## config.mk

```make
export PLATFORM = sky130hd
export DESIGN_NAME = led_matrix_refresh_scanner
export DESIGN_NICKNAME = d
export VERILOG_FILES = /design/src/led_scan_pkg.sv /design/src/led_matrix_refresh_scanner.sv
export SDC_FILE = /design/constraint.sdc
export NUM_CORES = 1
export LEC_CHECK = 0
export ABC_AREA = 0
export BUFFER_PORTS_ARGS = -buffer_cell sky130_fd_sc_hd__buf_2
export CAP_MARGIN = 30
export CELL_PAD_IN_SITES_DETAIL_PLACEMENT = 1
export CELL_PAD_IN_SITES_GLOBAL_PLACEMENT = 2
export CORE_MARGIN = 2
export CORE_UTILIZATION = 40
export DETAILED_ROUTE_END_ITERATION = 16
export PLACE_DENSITY = 0.88
export SKIP_LAST_GASP = 1
export SYNTH_ARGS = -nofsm -noshare
export SYNTH_HDL_FRONTEND = slang
export SYNTH_SLANG_ARGS = --single-unit
```

## constraint.sdc

```tcl
create_clock -name i_ref_clk -period 15.4 [get_ports i_ref_clk]
set_input_delay 0.77 -clock i_ref_clk [delete_from_list [all_inputs] [get_ports i_ref_clk]]
set_output_delay 0.77 -clock i_ref_clk [all_outputs]
set_load 0.02 [all_outputs]
```

## src/led_scan_pkg.sv

```systemverilog
// package for the led matrix refresh scanner: register map, fields, timing
// assumes a 32-bit apb master and a 100 MHz i_ref_clk
package led_scan_pkg;
    localparam int unsigned      ROWS          = 8;
    localparam int unsigned      COLS          = 20;
    localparam int unsigned      DOTS          = 160;
    localparam int unsigned      FRAME_CYC     = 512;
    localparam int unsigned      SLOT_CYC      = 64;
    localparam int unsigned      BLANK_CYC     = 4;
    localparam int unsigned      MAX_ON_CYC    = SLOT_CYC - BLANK_CYC;
    // duty code 4'hd: 60 % of the full on-time
    localparam int unsigned      DUTY60_CYC    = (MAX_ON_CYC * 60) / 100;
    localparam int unsigned      PRESCALE_DIV  = 8;
    // register byte offsets
    localparam logic [7:0]       ADDR_DOT0     = 8'h00;  // dots 31..0, words up to 0x10
    localparam int unsigned      DOT_WORDS     = 5;
    localparam logic [7:0]       ADDR_BRIGHT   = 8'h20;
    localparam logic [7:0]       ADDR_CLKCFG   = 8'h24;
    localparam logic [7:0]       ADDR_STATUS   = 8'h28;
    // brightness word fields
    localparam int unsigned      PEAK_LSB      = 4;
    localparam int unsigned      DUTY_LSB      = 0;
    localparam logic [5:0]       BRIGHT_RST    = 6'h0d;  // 73 % peak, 60 % duty
    // clock config fields
    localparam int unsigned      CFG_EXT_BIT   = 0;
    localparam int unsigned      CFG_PRE_BIT   = 1;
    localparam logic [1:0]       CLKCFG_RST    = 2'h0;
    // internal display oscillator divider from 100 MHz
    localparam int unsigned      INT_OSC_DIV   = 100;

    typedef struct packed {
        logic [1:0] peak;
        logic [3:0] duty;
    } bright_t;

    typedef struct packed {
        logic [ROWS-1:0] row_en;
        logic [COLS-1:0] col_en;
        logic [1:0]      peak;
    } drive_t;
endpackage

```

## src/led_matrix_refresh_scanner.sv

```systemverilog
// refresh scanner: apb registers, display clock select, row/column drive
// assumes an apb master on i_ref_clk; external oscillator is asynchronous
//
// Contract
// RL1 - full scan takes exactly 512 display cycles
// RL2 - eight rows enabled in turn, 64 cycles
// RL3 - last four slot cycles blank, max 60 lit
// RL4 - 160 dots as 20 columns by 8 rows
// RL5 - only one row's columns active at once
// RL6 - display clock internal or external keeps step
// RL7 - on-time per slot follows duty setting
// RL8 - bits 5:4 peak, bits 3:0 duty
// RL9 - peak bits zero give 73 percent current
// RL10 - duty 1101 gives 60 percent on-time
// RL11 - external oscillator at least 51.2 kHz
// RL12 - external oscillator below 1 or 8 MHz
// RL13 - prescaler bit divides external oscillator by 8
// RL14 - row index 0..7 advances each slot, wraps
//
// Decided for this implementation: the placing of the registers and register access over APB.
`timescale 1ns/100ps
module led_matrix_refresh_scanner
    import led_scan_pkg::*;
(
    input  wire logic              i_ref_clk,
    input  wire logic              i_rst_n,
    input  wire logic              i_psel,
    input  wire logic              i_penable,
    input  wire logic              i_pwrite,
    input  wire logic [7:0]        i_paddr,
    input  wire logic [31:0]       i_pwdata,
    input  wire logic              i_ext_osc,
    output logic      [31:0]       o_prdata,
    output logic                   o_pready,
    output logic                   o_pslverr,
    output logic      [ROWS-1:0]   o_row_en,
    output logic      [COLS-1:0]   o_col_en,
    output logic      [1:0]        o_peak_sel
);
    // duty code to lit cycles out of 64; 4'hd is 60 % of the 60-cycle full on-time
    function automatic logic [5:0] duty_cycles(input logic [3:0] code);
        logic [5:0] c;
        c = 6'h00;
        unique case (code)
            4'hd:    c = 6'(DUTY60_CYC);                       // [RL10]
            4'hf:    c = 6'(MAX_ON_CYC);
            default: c = 6'((int'(code) * MAX_ON_CYC) / 15);
        endcase
        return c;
    endfunction

    function automatic logic [2:0] word_idx(input logic [7:0] a);
        return a[4:2];
    endfunction

    typedef enum logic [2:0] {
        SEL_DOT    = 3'b000,
        SEL_BRIGHT = 3'b001,
        SEL_CLKCFG = 3'b010,
        SEL_STATUS = 3'b011,
        SEL_NONE   = 3'b100
    } reg_sel_t;

    // misaligned and unmapped words both fall to the refused code
    function automatic reg_sel_t decode(input logic [7:0] a);
        reg_sel_t s;
        s = SEL_NONE;
        if (a[1:0] == 2'h0) begin
            if (a < ADDR_BRIGHT && word_idx(a) < 3'(DOT_WORDS)) begin
                s = SEL_DOT;
            end else if (a == ADDR_BRIGHT) begin
                s = SEL_BRIGHT;
            end else if (a == ADDR_CLKCFG) begin
                s = SEL_CLKCFG;
            end else if (a == ADDR_STATUS) begin
                s = SEL_STATUS;
            end
        end
        return s;
    endfunction

    logic [DOTS-1:0] dots_r, dots_nxt;
    bright_t         bright_r, bright_nxt;
    logic [1:0]      clkcfg_r, clkcfg_nxt;
    logic [31:0]     prdata_r, prdata_nxt;
    logic            pready_r, pready_nxt;
    logic            pslverr_r, pslverr_nxt;
    logic [5:0]      slot_cnt_r, slot_cnt_nxt;
    logic [2:0]      row_r, row_nxt;
    reg_sel_t        sel_w;

    // apb: one wait state, answer registered; a write lands only at the
    // edge where the master samples pready, a refused one never lands
    logic acc;
    logic fin;
    assign acc = i_psel & i_penable & ~pready_r;
    assign fin = i_psel & i_penable & i_pwrite & pready_r & ~pslverr_r;

    always_comb begin
        sel_w       = decode(i_paddr);
        dots_nxt    = dots_r;
        bright_nxt  = bright_r;
        clkcfg_nxt  = clkcfg_r;
        prdata_nxt  = prdata_r;
        pready_nxt  = acc;
        pslverr_nxt = 1'b0;
        if (acc) begin
            prdata_nxt = 32'h0000_0000;
            unique case (sel_w)
                SEL_DOT: begin
                    prdata_nxt = dots_r[32*word_idx(i_paddr) +: 32];
                end
                SEL_BRIGHT: begin
                    prdata_nxt = {26'h0, bright_r};
                end
                SEL_CLKCFG: begin
                    prdata_nxt = {30'h0, clkcfg_r};
                end
                SEL_STATUS: begin
                    prdata_nxt  = {23'h0, slot_cnt_r, row_r};
                    pslverr_nxt = i_pwrite;                            // status is read-only
                end
                default: begin
                    pslverr_nxt = 1'b1;
                end
            endcase
        end
        if (fin) begin
            unique case (sel_w)
                SEL_DOT: begin
                    dots_nxt[32*word_idx(i_paddr) +: 32] = i_pwdata;   // [RL4]
                end
                SEL_BRIGHT: begin
                    bright_nxt = bright_t'(i_pwdata[5:0]);             // [RL8]
                end
                SEL_CLKCFG: begin
                    clkcfg_nxt = i_pwdata[1:0];
                end
                default: begin
                end
            endcase
        end
    end

    always_ff @(posedge i_ref_clk) begin
        if (!i_rst_n) begin
            dots_r    <= '0;
            bright_r  <= bright_t'(BRIGHT_RST);
            clkcfg_r  <= CLKCFG_RST;
            prdata_r  <= 32'h0000_0000;
            pready_r  <= 1'b0;
            pslverr_r <= 1'b0;
        end else begin
            dots_r    <= dots_nxt;
            bright_r  <= bright_nxt;
            clkcfg_r  <= clkcfg_nxt;
            prdata_r  <= prdata_nxt;
            pready_r  <= pready_nxt;
            pslverr_r <= pslverr_nxt;
        end
    end

    // display clock tick: external pin synchronised, edge counted
    logic [2:0] ext_sync_r, ext_sync_nxt;
    logic [2:0] pre_cnt_r, pre_cnt_nxt;
    logic [6:0] int_cnt_r, int_cnt_nxt;
    logic       tick;
    logic       ext_rise;

    assign ext_rise = ext_sync_r[1] & ~ext_sync_r[2];

    always_comb begin
        ext_sync_nxt = {ext_sync_r[1:0], i_ext_osc};
        pre_cnt_nxt  = pre_cnt_r;
        int_cnt_nxt  = (int_cnt_r == 7'(INT_OSC_DIV - 1)) ? 7'h00 : int_cnt_r + 7'h01;
        tick         = 1'b0;
        if (clkcfg_r[CFG_EXT_BIT]) begin                              // [RL6]
            if (ext_rise) begin
                if (clkcfg_r[CFG_PRE_BIT]) begin                      // [RL13]
                    pre_cnt_nxt = pre_cnt_r + 3'h1;
                    tick        = (pre_cnt_r == 3'(PRESCALE_DIV - 1));
                end else begin
                    tick = 1'b1;
                end
            end
        end else begin
            tick = (int_cnt_r == 7'(INT_OSC_DIV - 1));
        end
    end

    always_ff @(posedge i_ref_clk) begin
        if (!i_rst_n) begin
            ext_sync_r <= 3'h0;
            pre_cnt_r  <= 3'h0;
            int_cnt_r  <= 7'h00;
        end else begin
            ext_sync_r <= ext_sync_nxt;
            pre_cnt_r  <= pre_cnt_nxt;
            int_cnt_r  <= int_cnt_nxt;
        end
    end

    // scan counters: 8 slots of 64 ticks make a 512-tick frame
    drive_t          drv_r, drv_nxt;
    logic            lit;

    always_comb begin
        slot_cnt_nxt = slot_cnt_r;
        row_nxt      = row_r;
        if (tick) begin
            slot_cnt_nxt = slot_cnt_r + 6'h01;                        // [RL2]
            if (slot_cnt_r == 6'(SLOT_CYC - 1)) begin
                row_nxt = (row_r == 3'(ROWS - 1)) ? 3'h0 : row_r + 3'h1;   // [RL14] [RL1]
            end
        end
        // lit from slot start until duty count, never into the blank tail
        lit = (slot_cnt_r < duty_cycles(bright_r.duty))                // [RL7]
            && (slot_cnt_r < 6'(MAX_ON_CYC));                          // [RL3]
        drv_nxt.row_en = '0;
        drv_nxt.col_en = '0;
        drv_nxt.peak   = bright_r.peak;                                // [RL9]
        if (lit) begin
            drv_nxt.row_en[row_r] = 1'b1;                              // [RL5]
            for (int c = 0; c < COLS; c++) begin
                drv_nxt.col_en[c] = dots_r[c*ROWS + int'(row_r)];      // [RL4]
            end
        end
    end

    always_ff @(posedge i_ref_clk) begin
        if (!i_rst_n) begin
            slot_cnt_r <= 6'h00;
            row_r      <= 3'h0;
            drv_r      <= '0;
        end else begin
            slot_cnt_r <= slot_cnt_nxt;
            row_r      <= row_nxt;
            drv_r      <= drv_nxt;
        end
    end

    assign o_prdata   = prdata_r;
    assign o_pready   = pready_r;
    assign o_pslverr  = pslverr_r;
    assign o_row_en   = drv_r.row_en;
    assign o_col_en   = drv_r.col_en;
    assign o_peak_sel = drv_r.peak;
endmodule

```

Word-level counts from Yosys, hierarchy flattened

Cells that the tools add are included.

Register bits: 254
Input port bits: 46
Output and inout bits: 64
Word-level logic and storage cells: 161

Add/sub/neg operators: 24
Multiply operators: 1
Divide/modulo/power cells: 1
Order comparisons: 26
Equality and inequality tests: 12
Shifts and indexed selects: 3
Multiplexer cells: 55
Bitwise logic cells: 10
Reduce and logical (&&, ||, !) cells: 14

Operators with widths:

| kind                                                        | number |
|---|---|
| bitwise mux 160 bit                                         | 1 |
| variable shift 32 x 34 -> 160 bit (first input constant)    | 1 |
| indexed part select 160 x 9 -> 32 bit                       | 1 |
| indexed part select 32 x 34 -> 160 bit                      | 1 |
| binary-select mux 1 bit (select 8 bit)                      | 19 |
| one-hot mux 32 bit (4 select lines)                         | 1 |
| less-than comparator 8 x 9 -> 1 bit (second input constant) | 8 |
| adder 7 x 3 -> 8 bit (first input constant)                 | 8 |
| adder 8 x 3 -> 9 bit (first input constant)                 | 4 |
| less-than comparator 7 x 9 -> 1 bit (second input constant) | 4 |
| less-than comparator 9 bit (second input constant)          | 4 |
| negation 8 -> 34 bit                                        | 1 |
| divider 10 x 4 -> 32 bit (second input constant)            | 1 |
| adder 6 x 3 -> 7 bit (first input constant)                 | 4 |
| equality test 8 x 6 -> 1 bit (second input constant)        | 3 |
| 2-to-1 mux 1 bit                                            | 24 |
| less-than comparator 6 x 9 -> 1 bit (second input constant) | 2 |
| 2-to-1 mux 3 bit                                            | 6 |
| adder 5 x 3 -> 6 bit (first input constant)                 | 2 |
| one-hot mux 6 bit (2 select lines)                          | 1 |
| AND reduction 2 bit                                         | 6 |
| less-than comparator 3 x 9 -> 1 bit (second input constant) | 1 |
| less-than comparator 5 x 9 -> 1 bit (second input constant) | 1 |
| equality test 4 bit (second input constant)                 | 2 |
| other kinds (27)                                            | 40 |

Longest topological paths before layout

Gate-level depths: netlist (run 1).

Word-level depth: 9
Depth in mapped cells: 31
Depth with buffers taken out: 30

Worst setup path before layout (run 1)

OpenSTA, ideal clock, no wires.

Path type: flip-flop to flip-flop
Start: register bright_r[2] (netlist name)
End: register drv_r (netlist bit o_col_en[10])
Setup time: 67 ps
Arrival: 7160 ps
Required time: 15333 ps
Path slack: 8172 ps
Stages on the path, launching flop included: 30
Path buffers: 1
Period minus slack after synthesis: 7228 ps
Cell sequence: dfxtp_1 fa_1 fa_1 inv_1 fa_1 xor2_1 nor3_1 nand2_1 inv_1 ha_1 nor2b_1 a31oi_1 a2111oi_0 nor2_1 o311ai_0 nand2_1 and2_1 o32ai_4 a41o_1 nor2_1 xnor2_1 ha_1 nand2_1 o21ai_0 ha_1 nor3_1 clkbuf_1 nand2_1 a2bb2oi_1 o21ai_2

Word-level cells in the longest chain between the ends: 6
Elaborated cells between the ends (all ways): 8
Classes of those cells: mul (1); div (1); order compare (1); eq/ne (2); mux (1); reduce/logical (2)

RTL lines:

| item                                 | line                              | text |
|---|---|---|
| start, declared                      | led_matrix_refresh_scanner.sv:83  | `bright_t bright_r, bright_nxt;` |
| start signal, assigned               | led_matrix_refresh_scanner.sv:148 | `bright_r <= bright_t'(BRIGHT_RST);` |
| start signal, assigned               | led_matrix_refresh_scanner.sv:155 | `bright_r <= bright_nxt;` |
| multiplier 4 x 4 -> 8 bit            | led_matrix_refresh_scanner.sv:47  | `default: c = 6'((int'(code) * MAX_ON_CYC) / 15);` |
| divider 10 x 4 -> 32 bit             | led_matrix_refresh_scanner.sv:47  |  |
| one-hot mux 6 bit (2 select lines) * | led_matrix_refresh_scanner.sv:44  | `unique case (code)` |
| less-than comparator 6 bit *         | led_matrix_refresh_scanner.sv:217 | `lit = (slot_cnt_r < duty_cycles(bright_r.duty))` |
| logical AND 1 bit *                  | led_matrix_refresh_scanner.sv:218 | `&& (slot_cnt_r < 6'(MAX_ON_CYC));` |
| AND reduction 2 bit (no line) *      | --                                |  |
| end signal, assigned                 | led_matrix_refresh_scanner.sv:238 | `drv_r <= drv_nxt;` |
| end, declared                        | led_matrix_refresh_scanner.sv:204 | `drive_t drv_r, drv_nxt;` |

Mark *: on every way between the ends. The rest lies on a longest branch, timed or not.
A chain may end at the register's enable or synchronous reset.

Worst setup path after layout (run 1)

Start: register bright_r[2] (netlist name)
End: register drv_r (netlist bit o_col_en[5])

The elaborated chain is that of the path after synthesis.

==> reports/qor.csv, run 1 <==
stage,metric,value,unit
timing,rsz0062_at_grt,false,
timing,skew,0.0182,ns
drt,drtIter0Drc,1155,
timing,tightest_slew,1.10,ns
worst_hold_path,holdCritPathClass,flop to flop,
die,die_h,187,um
timing,finalHoldViolations,0,
worst_setup_path,cp-end-kind,flop,
clock_network,clk_pin_slew,0.06,ns
timing,slew_violations,0,
drt,avgRoutedWirePerCell,23.1,um
run,maxCapViolCount,0,
die,ioPinCount,110,
grt,grt_pass1_wl,75800,um
finish,syn_to_final_growth,14.3,%
timing,tns,0,ns
die,rows,66,
timing,setup_ws,6.95,ns
clock_network,cts_setup_buffers,0,
placed_design,gp_congestion,0.894,
clock_network,numCtsBuffers,29,
yosys,synthCells,1586,
timing,period_share,54.9,%
placed_design,pre_cts_slack,7.06,ns
timing,period_needed,8.45,ns
placed_design,dp_hpwl,32600,um
clock_network,cts_resized,0,
grt,antenna_found_initial,0,
yosys,synth_compound_gate_area_share,23.2,%
worst_setup_path,critPathLaunchType,flop,
finish,drive_gt1_share,16.7,%
yosys,ys_seq_area_share,38.1,%
grt,grt_usage,27.1,%
finish,mostFrequentLayoutCells,"254 x dfxtp_1, 202 x nand2_1, 191 x a21oi_1, 139 x nor2_1, 126 x nand3_1",
yosys,synth_nets,1670,
power_and_ir_drop,ir_drop,0.0898,mV
worst_setup_path,crit_slowest_cell,mux4_2,
yosys,synth-simple-area-share,21.2,%
yosys,synth_top_flop_cell,dfxtp_1,
power_and_ir_drop,p_per_area,95.3,nW/um^2
clock_network,cts.htree.levels,1,
die,die_w,187,um
yosys,synth_xor_area_share,1.12,%
yosys,synthDistinctLibCells,82,
clock_network,cts_tree,built,
clock_network,cts_sinks,254,
die,core-area,32700,um^2
finish,num-fill-cells,3917,
finish,utilization,46.7,%
clock_network,cts_root_buffer,clkbuf_16,
yosys,synth-seq-cells,254,
clock_network,cts_hold_buf,0,
clock_network,clkLatencyLatePin,0.57,ns
yosys,synth_mux_area_share,8.19,%
drt,viasPerCell,6.14,
worst_setup_path,crit_family,compound AO/OA/AOI/OAI gates,
clock_network,clock_path_buffers,3,
timing,setup_viol,0,
grt,grt_pass1_vias,13000,
power_and_ir_drop,leakagePower,5.33,nW
worst_setup_path,critical_path_peak_fanout,28,
worst_setup_path,arrival,8.85,ns
finish,antennaDiodeCount,0,
yosys,synth_edf_count,0,
yosys,synth_async_sr_flop_share,0,%
worst_setup_path,crit_type,flop to flop,
drt,ant_nets,0,
worst_setup_path,cp_num_buf_inv,3,
grt,grt-ovfl-total,0,
drt,drc,0,
timing,max_freq,118,MHz
die,initial_core_util,40.8,%
timing,slew_headroom,26.3,%
finish,layout_commonest_cell,dfxtp_1,
worst_setup_path,cpPeakStageDelay,0.88,ns
outcome,status,"complete, no violations",
yosys,synth_fa_ha_area_share,3.84,%
drt,routed_wl,48300,um
placed_design,io_buffer_count,109,
drt,dr_total_vias,12800,
die,dieArea,34900,um^2
grt,grt_max_degree,89,
yosys,synth_top_family_by_area,compound AO/OA/AOI/OAI gates,
worst_setup_path,crit_required,15.80,ns
yosys,yosys_warnings,0,
yosys,syn-cell-area,13400,um^2
drt,dr.pass1.iters,6,
finish,nets,1712,
yosys,synth.avg_cell_area,8.42,um^2
registers in the layout (all words and copies together), names as in the netlist:
register / cells
ext_sync_r: 3
o_col_en: 20
clkcfg_r: 2
bright_r: 6
o_pslverr: 1
row_r: 3
o_pready: 1
slot_cnt_r: 6
o_row_en: 8
int_cnt_r: 7
o_prdata: 32
pre_cnt_r: 3
o_peak_sel: 2
dots_r: 160
through the flow:
step                hold WS (ns)  std cells  total power, mW  cell area, um^2
floorplan                  0.412       1586            0.715            13400
global placement           0.437       2037            0.746            14200
detailed placement         0.437       2039            0.747            14300
CTS                        0.453       2091             1.46            15300
global route               0.463       2091             1.50            15300
finish                     0.447       2091             1.45            15300
worst register-to-register path: stages, from the launching register on:
cell	delay [ns]
dfxtp_1	0.53
fa_1	0.53
fa_1	0.53
inv_1	0.06
fa_1	0.39
xor2_1	0.22
nor3_1	0.60
nand2_1	0.30
inv_1	0.20
ha_1	0.23
nor2b_1	0.27
a31oi_1	0.13
a2111oi_0	0.43
nor2_1	0.18
o311ai_0	0.42
nand2_1	0.23
and2_1	0.24
o32ai_4	0.30
a41o_1	0.27
nor2_1	0.07
xnor2_1	0.14
ha_1	0.23
inv_1	0.08
a211oi_1	0.06
a2111oi_0	0.56
mux4_2	0.88
o21ai_0	0.23
cell families (layout without fill, tap and decap cells):
| group | count (synthesis) | count (layout) |
|---|---|---|
| flops | 254 | 254 |
| mux | 68 | 68 |
| simple gates | 601 | 601 |
| xor+xnor | 17 | 17 |
| compound gates | 458 | 458 |
| fa+ha+maj | 38 | 38 |
| buf+inv | 150 | 213 |
Yosys cell counts (8+ instances only):
cell	count	area share, %
clkbuf_1	114	3.2
nand3_1	126	4.7
inv_1	18	0.51
a221oi_1	24	1.6
o21ai_2	21	1.4
o211ai_1	10	0.56
buf_1	11	0.31
a22oi_1	44	2.5
nor3b_1	41	2.3
o21ai_0	28	1.0
a211oi_1	8	0.45
ha_1	33	3.1
dfxtp_1	254	38
a22o_1	28	1.8
nor3_1	17	0.64
xor2_1	9	0.59
o21a_1	12	0.67
xnor2_1	8	0.52
a2bb2oi_1	21	1.4
mux2i_1	35	2.6
nand2_1	204	5.7
mux4_2	33	5.6
a21oi_1	191	7.2
and2_1	12	0.56
nor2_1	139	3.9
a31oi_1	25	1.2
nand4_1	8	0.37
layout make-up:
cell class | instances | area [um^2] | area share [%]
multi-input cells | 1182 | 7740 | 50.7
flip-flops and latches | 254 | 5080 | 33.3
clock buffers | 42 | 855 | 5.60
repair buffers | 140 | 808 | 5.30
well taps | 442 | 553 | 3.62
clock inverters | 10 | 135 | 0.886
inverters | 21 | 83.8 | 0.549
layer usage:
metal | global-route usage [%] | up-vias | part of all wire [%]
met5 | 0 | - | 0
met4 | 7.11 | 0 | 2.5
met3 | 5.60 | 89 | 8.1
met2 | 44.0 | 481 | 46
met1 | 36.6 | 6376 | 43
li1 | - | 5883 | -
where the power goes:
part	switching (mW)	internal, mW	total [mW]
clock	0.289	0.433	0.722
combinational	0.0523	0.0192	0.0716
sequential	0.00206	0.660	0.662
total	0.343	1.11	1.45
path summary, 6_finish.rpt:
| kind | cells after the start | slack (ns) | endpoint | from |
|---|---|---|---|---|
| setup / recovery | 26 | 6.95 | o_col_en[5]$_SDFF_PN0_ | bright_r[2]$_SDFFE_PN1P_ |
| hold / removal | 1 | 0.45 | ext_sync_r[1]$_SDFF_PN0_ | ext_sync_r[0]$_SDFF_PN0_ |
| setup reg to reg | 26 | 6.95 | o_col_en[5]$_SDFF_PN0_ | bright_r[2]$_SDFFE_PN1P_ |
| hold reg to reg | 1 | 0.45 | ext_sync_r[1]$_SDFF_PN0_ | ext_sync_r[0]$_SDFF_PN0_ |
No activity file was read; power rests on OpenSTA's default activity.
==> run 2, diff against run 1 <==
- ABC_AREA: 0 -> 1
- CORE_UTILIZATION: 40 -> 31
- PLACE_DENSITY: 0.88 -> 0.78
- clock period: 15.4 -> 7.1 ns (I/O delays scaled with it)
==> reports/qor.csv, run 2 <==
stage,metric,value,unit,change
power_and_ir_drop,p_total,3.17,mW,+120%
clock_network,clock_path_buffers,3,,unchanged
finish,drive_gt1_share,13.9,%,-2.7 points
finish,antennaDiodeCount,0,,unchanged
timing,period_needed,6.53,ns,-1.92 ns
drt,ant_nets,0,,unchanged
worst_setup_path,arrival,6.99,ns,-1.86 ns
die,initial_core_util,31.4,%,-9.5 points
finish,multi_input_area,6940,um^2,-10%
worst_setup_path,crit_family,simple AND/OR/NAND/NOR gates,,
timing,finalHoldViolations,0,,unchanged
yosys,synthTopCellsByCount,"267 x inv_1, 254 x dfxtp_1, 239 x a21oi_1, 224 x nand2_1, 184 x o21ai_0",,
die,die_w,213,um,+14%
timing,setup_viol,0,,unchanged
timing,tightest_slew,0.987,ns,-0.111 ns
yosys,ys_seq_area_share,37.6,%,-0.46 points
placed_design,gp_congestion,0.829,,-7.3%
power_and_ir_drop,ir_drop,0.162,mV,+81%
yosys,synth_top_flop_cell,dfxtp_1,,
worst_setup_path,critPathMostFrequentCell,nand2_2,,
grt,grt_pass1_wl,79700,um,+5.2%
grt,grt_pass1_vias,13800,,+6.3%
timing,slew_headroom,33.6,%,+7.3 points
grt,grt_max_degree,94,,+5.6%
yosys,syn-cell-area,13500,um^2,+1.2%
drt,avgRoutedWirePerCell,20.2,um,-13%
timing,rsz0062_at_grt,false,,
clock_network,cts_tree,built,,
yosys,synth_area_leaders,"dfxtp_1 38%, a21oi_1 8.9%, inv_1 7.4%",,
timing,slew_violations,0,,unchanged
clock_network,cts_hold_buf,0,,unchanged
drt,dr_total_vias,13400,,+4.8%
power_and_ir_drop,swShare,26.2,%,+2.6 points
clock_network,cts_sinks,254,,unchanged
yosys,synth_nets,1988,,+19%
yosys,synth.avg_cell_area,7.10,um^2,-16%
yosys,yosys_warnings,0,,unchanged
power_and_ir_drop,power_switching,0.830,mW,+140%
clock_network,cts_setup_buffers,0,,unchanged
drt,drc,0,,unchanged
finish,seq_area,5090,um^2,about the same
drt,routed_wl,51700,um,+6.9%
clock_network,cts.htree.levels,1,,unchanged
worst_setup_path,cp_num_buf_inv,3,,unchanged
timing,skew,0.0265,ns,+0.00836 ns
worst_setup_path,cp-end-kind,flop,,
yosys,post-synth-top-area-fraction,37.6,%,-0.46 points
placed_design,dp_hpwl,34700,um,+6.5%
clock_network,clk_pin_slew,0.06,ns,about the same
die,dieArea,45300,um^2,+30%
placed_design,pre_cts_slack,0.275,ns,-6.78 ns
yosys,synthCells,1904,,+20%
worst_setup_path,crit_type,flop to flop,,
clock_network,clkLatencyLatePin,0.59,ns,+0.02 ns
die,rows,76,,+15%
worst_setup_path,critPathLaunchType,flop,,
die,core-area,43100,um^2,+32%
die,die_h,213,um,+14%
timing,tns,0,ns,unchanged
grt,grt_usage,22.8,%,-4.3 points
timing,setup_ws,0.565,ns,-6.38 ns
finish,syn_to_final_growth,15.3,%,
finish,largest_register_ffs,160,,unchanged
worst_setup_path,cpPeakStageDelay,0.53,ns,-0.35 ns
power_and_ir_drop,power_frac_seq,45.1,%,-0.4 points
power_and_ir_drop,share_comb_of_total_power,7.4,%,+2.5 points
outcome,status,"complete, no violations",,
yosys,synth_edf_count,0,,unchanged
timing,max_freq,153,MHz,+29%
worst_setup_path,crit_required,7.56,ns,-8.24 ns
die,ioPinCount,110,,unchanged
worst_hold_path,holdCritPathClass,primary input to flop,,
yosys,synth_async_sr_flop_share,0,%,unchanged
yosys,yosysMostFrequentCell,inv_1,,
finish,utilization,36.2,%,-10 points
yosys,synth.largest_area_cell,dfxtp_1,,
finish,mostFrequentLayoutCells,"267 x inv_1, 252 x dfxtp_1, 239 x a21oi_1, 224 x nand2_1, 184 x o21ai_0",,
finish,nets,2040,,+19%
drt,drtIter0Drc,768,,-34%
finish,num-fill-cells,5397,,+38%
yosys,synth-seq-cells,254,,unchanged
power_and_ir_drop,p_clk_share,47.5,%,-2.1 points
grt,grt-ovfl-total,0,,unchanged
drt,dr.pass1.iters,4,,-2
yosys,synthDistinctLibCells,52,,-37%
finish,registers.top_by_ff_count,dots_r,,
timing,period_share,92.0,%,+37 points
power_and_ir_drop,p_per_area,203,nW/um^2,+110%
worst_setup_path,critical_path_peak_fanout,28,,unchanged
clock_network,cts_root_buffer,clkbuf_16,,
run,maxCapViolCount,0,,unchanged
grt,antenna_found_initial,0,,unchanged
placed_design,io_buffer_count,109,,unchanged
power_and_ir_drop,intPower,2.34,mW,+110%
drt,viasPerCell,5.25,,-14%
finish,layout_commonest_cell,inv_1,,
power_and_ir_drop,leakagePower,5.98,nW,+12%
clock_network,numCtsBuffers,30,,+3.4%
worst_setup_path,crit_slowest_cell,fa_1,,
[run 2: kinds of logic after synthesis]
kind of cell	synth area share [%]
and+or+nand+nor	19.9
xor gates and xnor gates	0.648
AOI/OAI and AO/OA	26.6
DFF	37.6
adders and majority gates	3.80
buffers and inverters	11.4
[run 2: metrics by stage]
| stage | hold WS [ns] | cell area [um^2] | std cells |
|---|---|---|---|
| detailed placement | 0.408 | 14600 | 2506 |
| floorplan | 0.390 | 13500 | 1904 |
| CTS | 0.0336 | 15500 | 2556 |
| global placement | 0.400 | 14500 | 2505 |
| global route | 0.0583 | 15600 | 2559 |
| finish | 0.0524 | 15600 | 2559 |
[run 2: repair_timing]
action                     in CTS  in global routing
setup endpoints to repair       0                 28
gates resized for setup         0                  5
hold endpoints to repair        0                  0
[run 2: routing by layer]
metal / global-route usage (%) / vias up / share of wire, %
li1: - / 6534 / -
met1: 30.0 / 6585 / 45
met2: 39.4 / 267 / 48
met3: 2.68 / 55 / 4.0
met4: 5.96 / 0 / 2.4
met5: 0 / - / 0
[run 2: layout make-up]
cell class	instances	area share, %
Sequential cell	254	32.6
Clock buffer	39	5.35
Inverter	285	6.89
Tap cell	585	4.70
Clock inverter	11	0.650
Timing Repair Buffer	137	5.25
Multi-Input combinational cell	1248	44.5
[run 2: power by group through the flow]
stage	combinational (mW)	clock [mW]	sequential, mW
after floorplan	0.134	0	1.46
after global placement	0.230	0	1.46
after detailed placement	0.234	0	1.46
after CTS	0.234	1.54	1.43
after global routing	0.257	1.59	1.43
final	0.235	1.51	1.43
[run 2: path summary, 6_finish.rpt]
check / from / endpoint / slack, ns / cells after the start
hold reg to reg: ext_sync_r[0]$_SDFF_PN0_ / ext_sync_r[1]$_SDFF_PN0_ / 0.42 / 2
setup / recovery: bright_r[1]$_SDFFE_PN0P_ / o_col_en[2]$_SDFF_PN0_ / 0.57 / 39
hold / removal: i_ext_osc / ext_sync_r[0]$_SDFF_PN0_ / 0.05 / 3
setup reg to reg: bright_r[1]$_SDFFE_PN0P_ / o_col_en[2]$_SDFF_PN0_ / 0.57 / 39
[run 2: worst min-delay path, delay by kind of cell]
family	cells	cell delay, ns
buffers and inverters	2	0.17
and+or+nand+nor	1	0.06
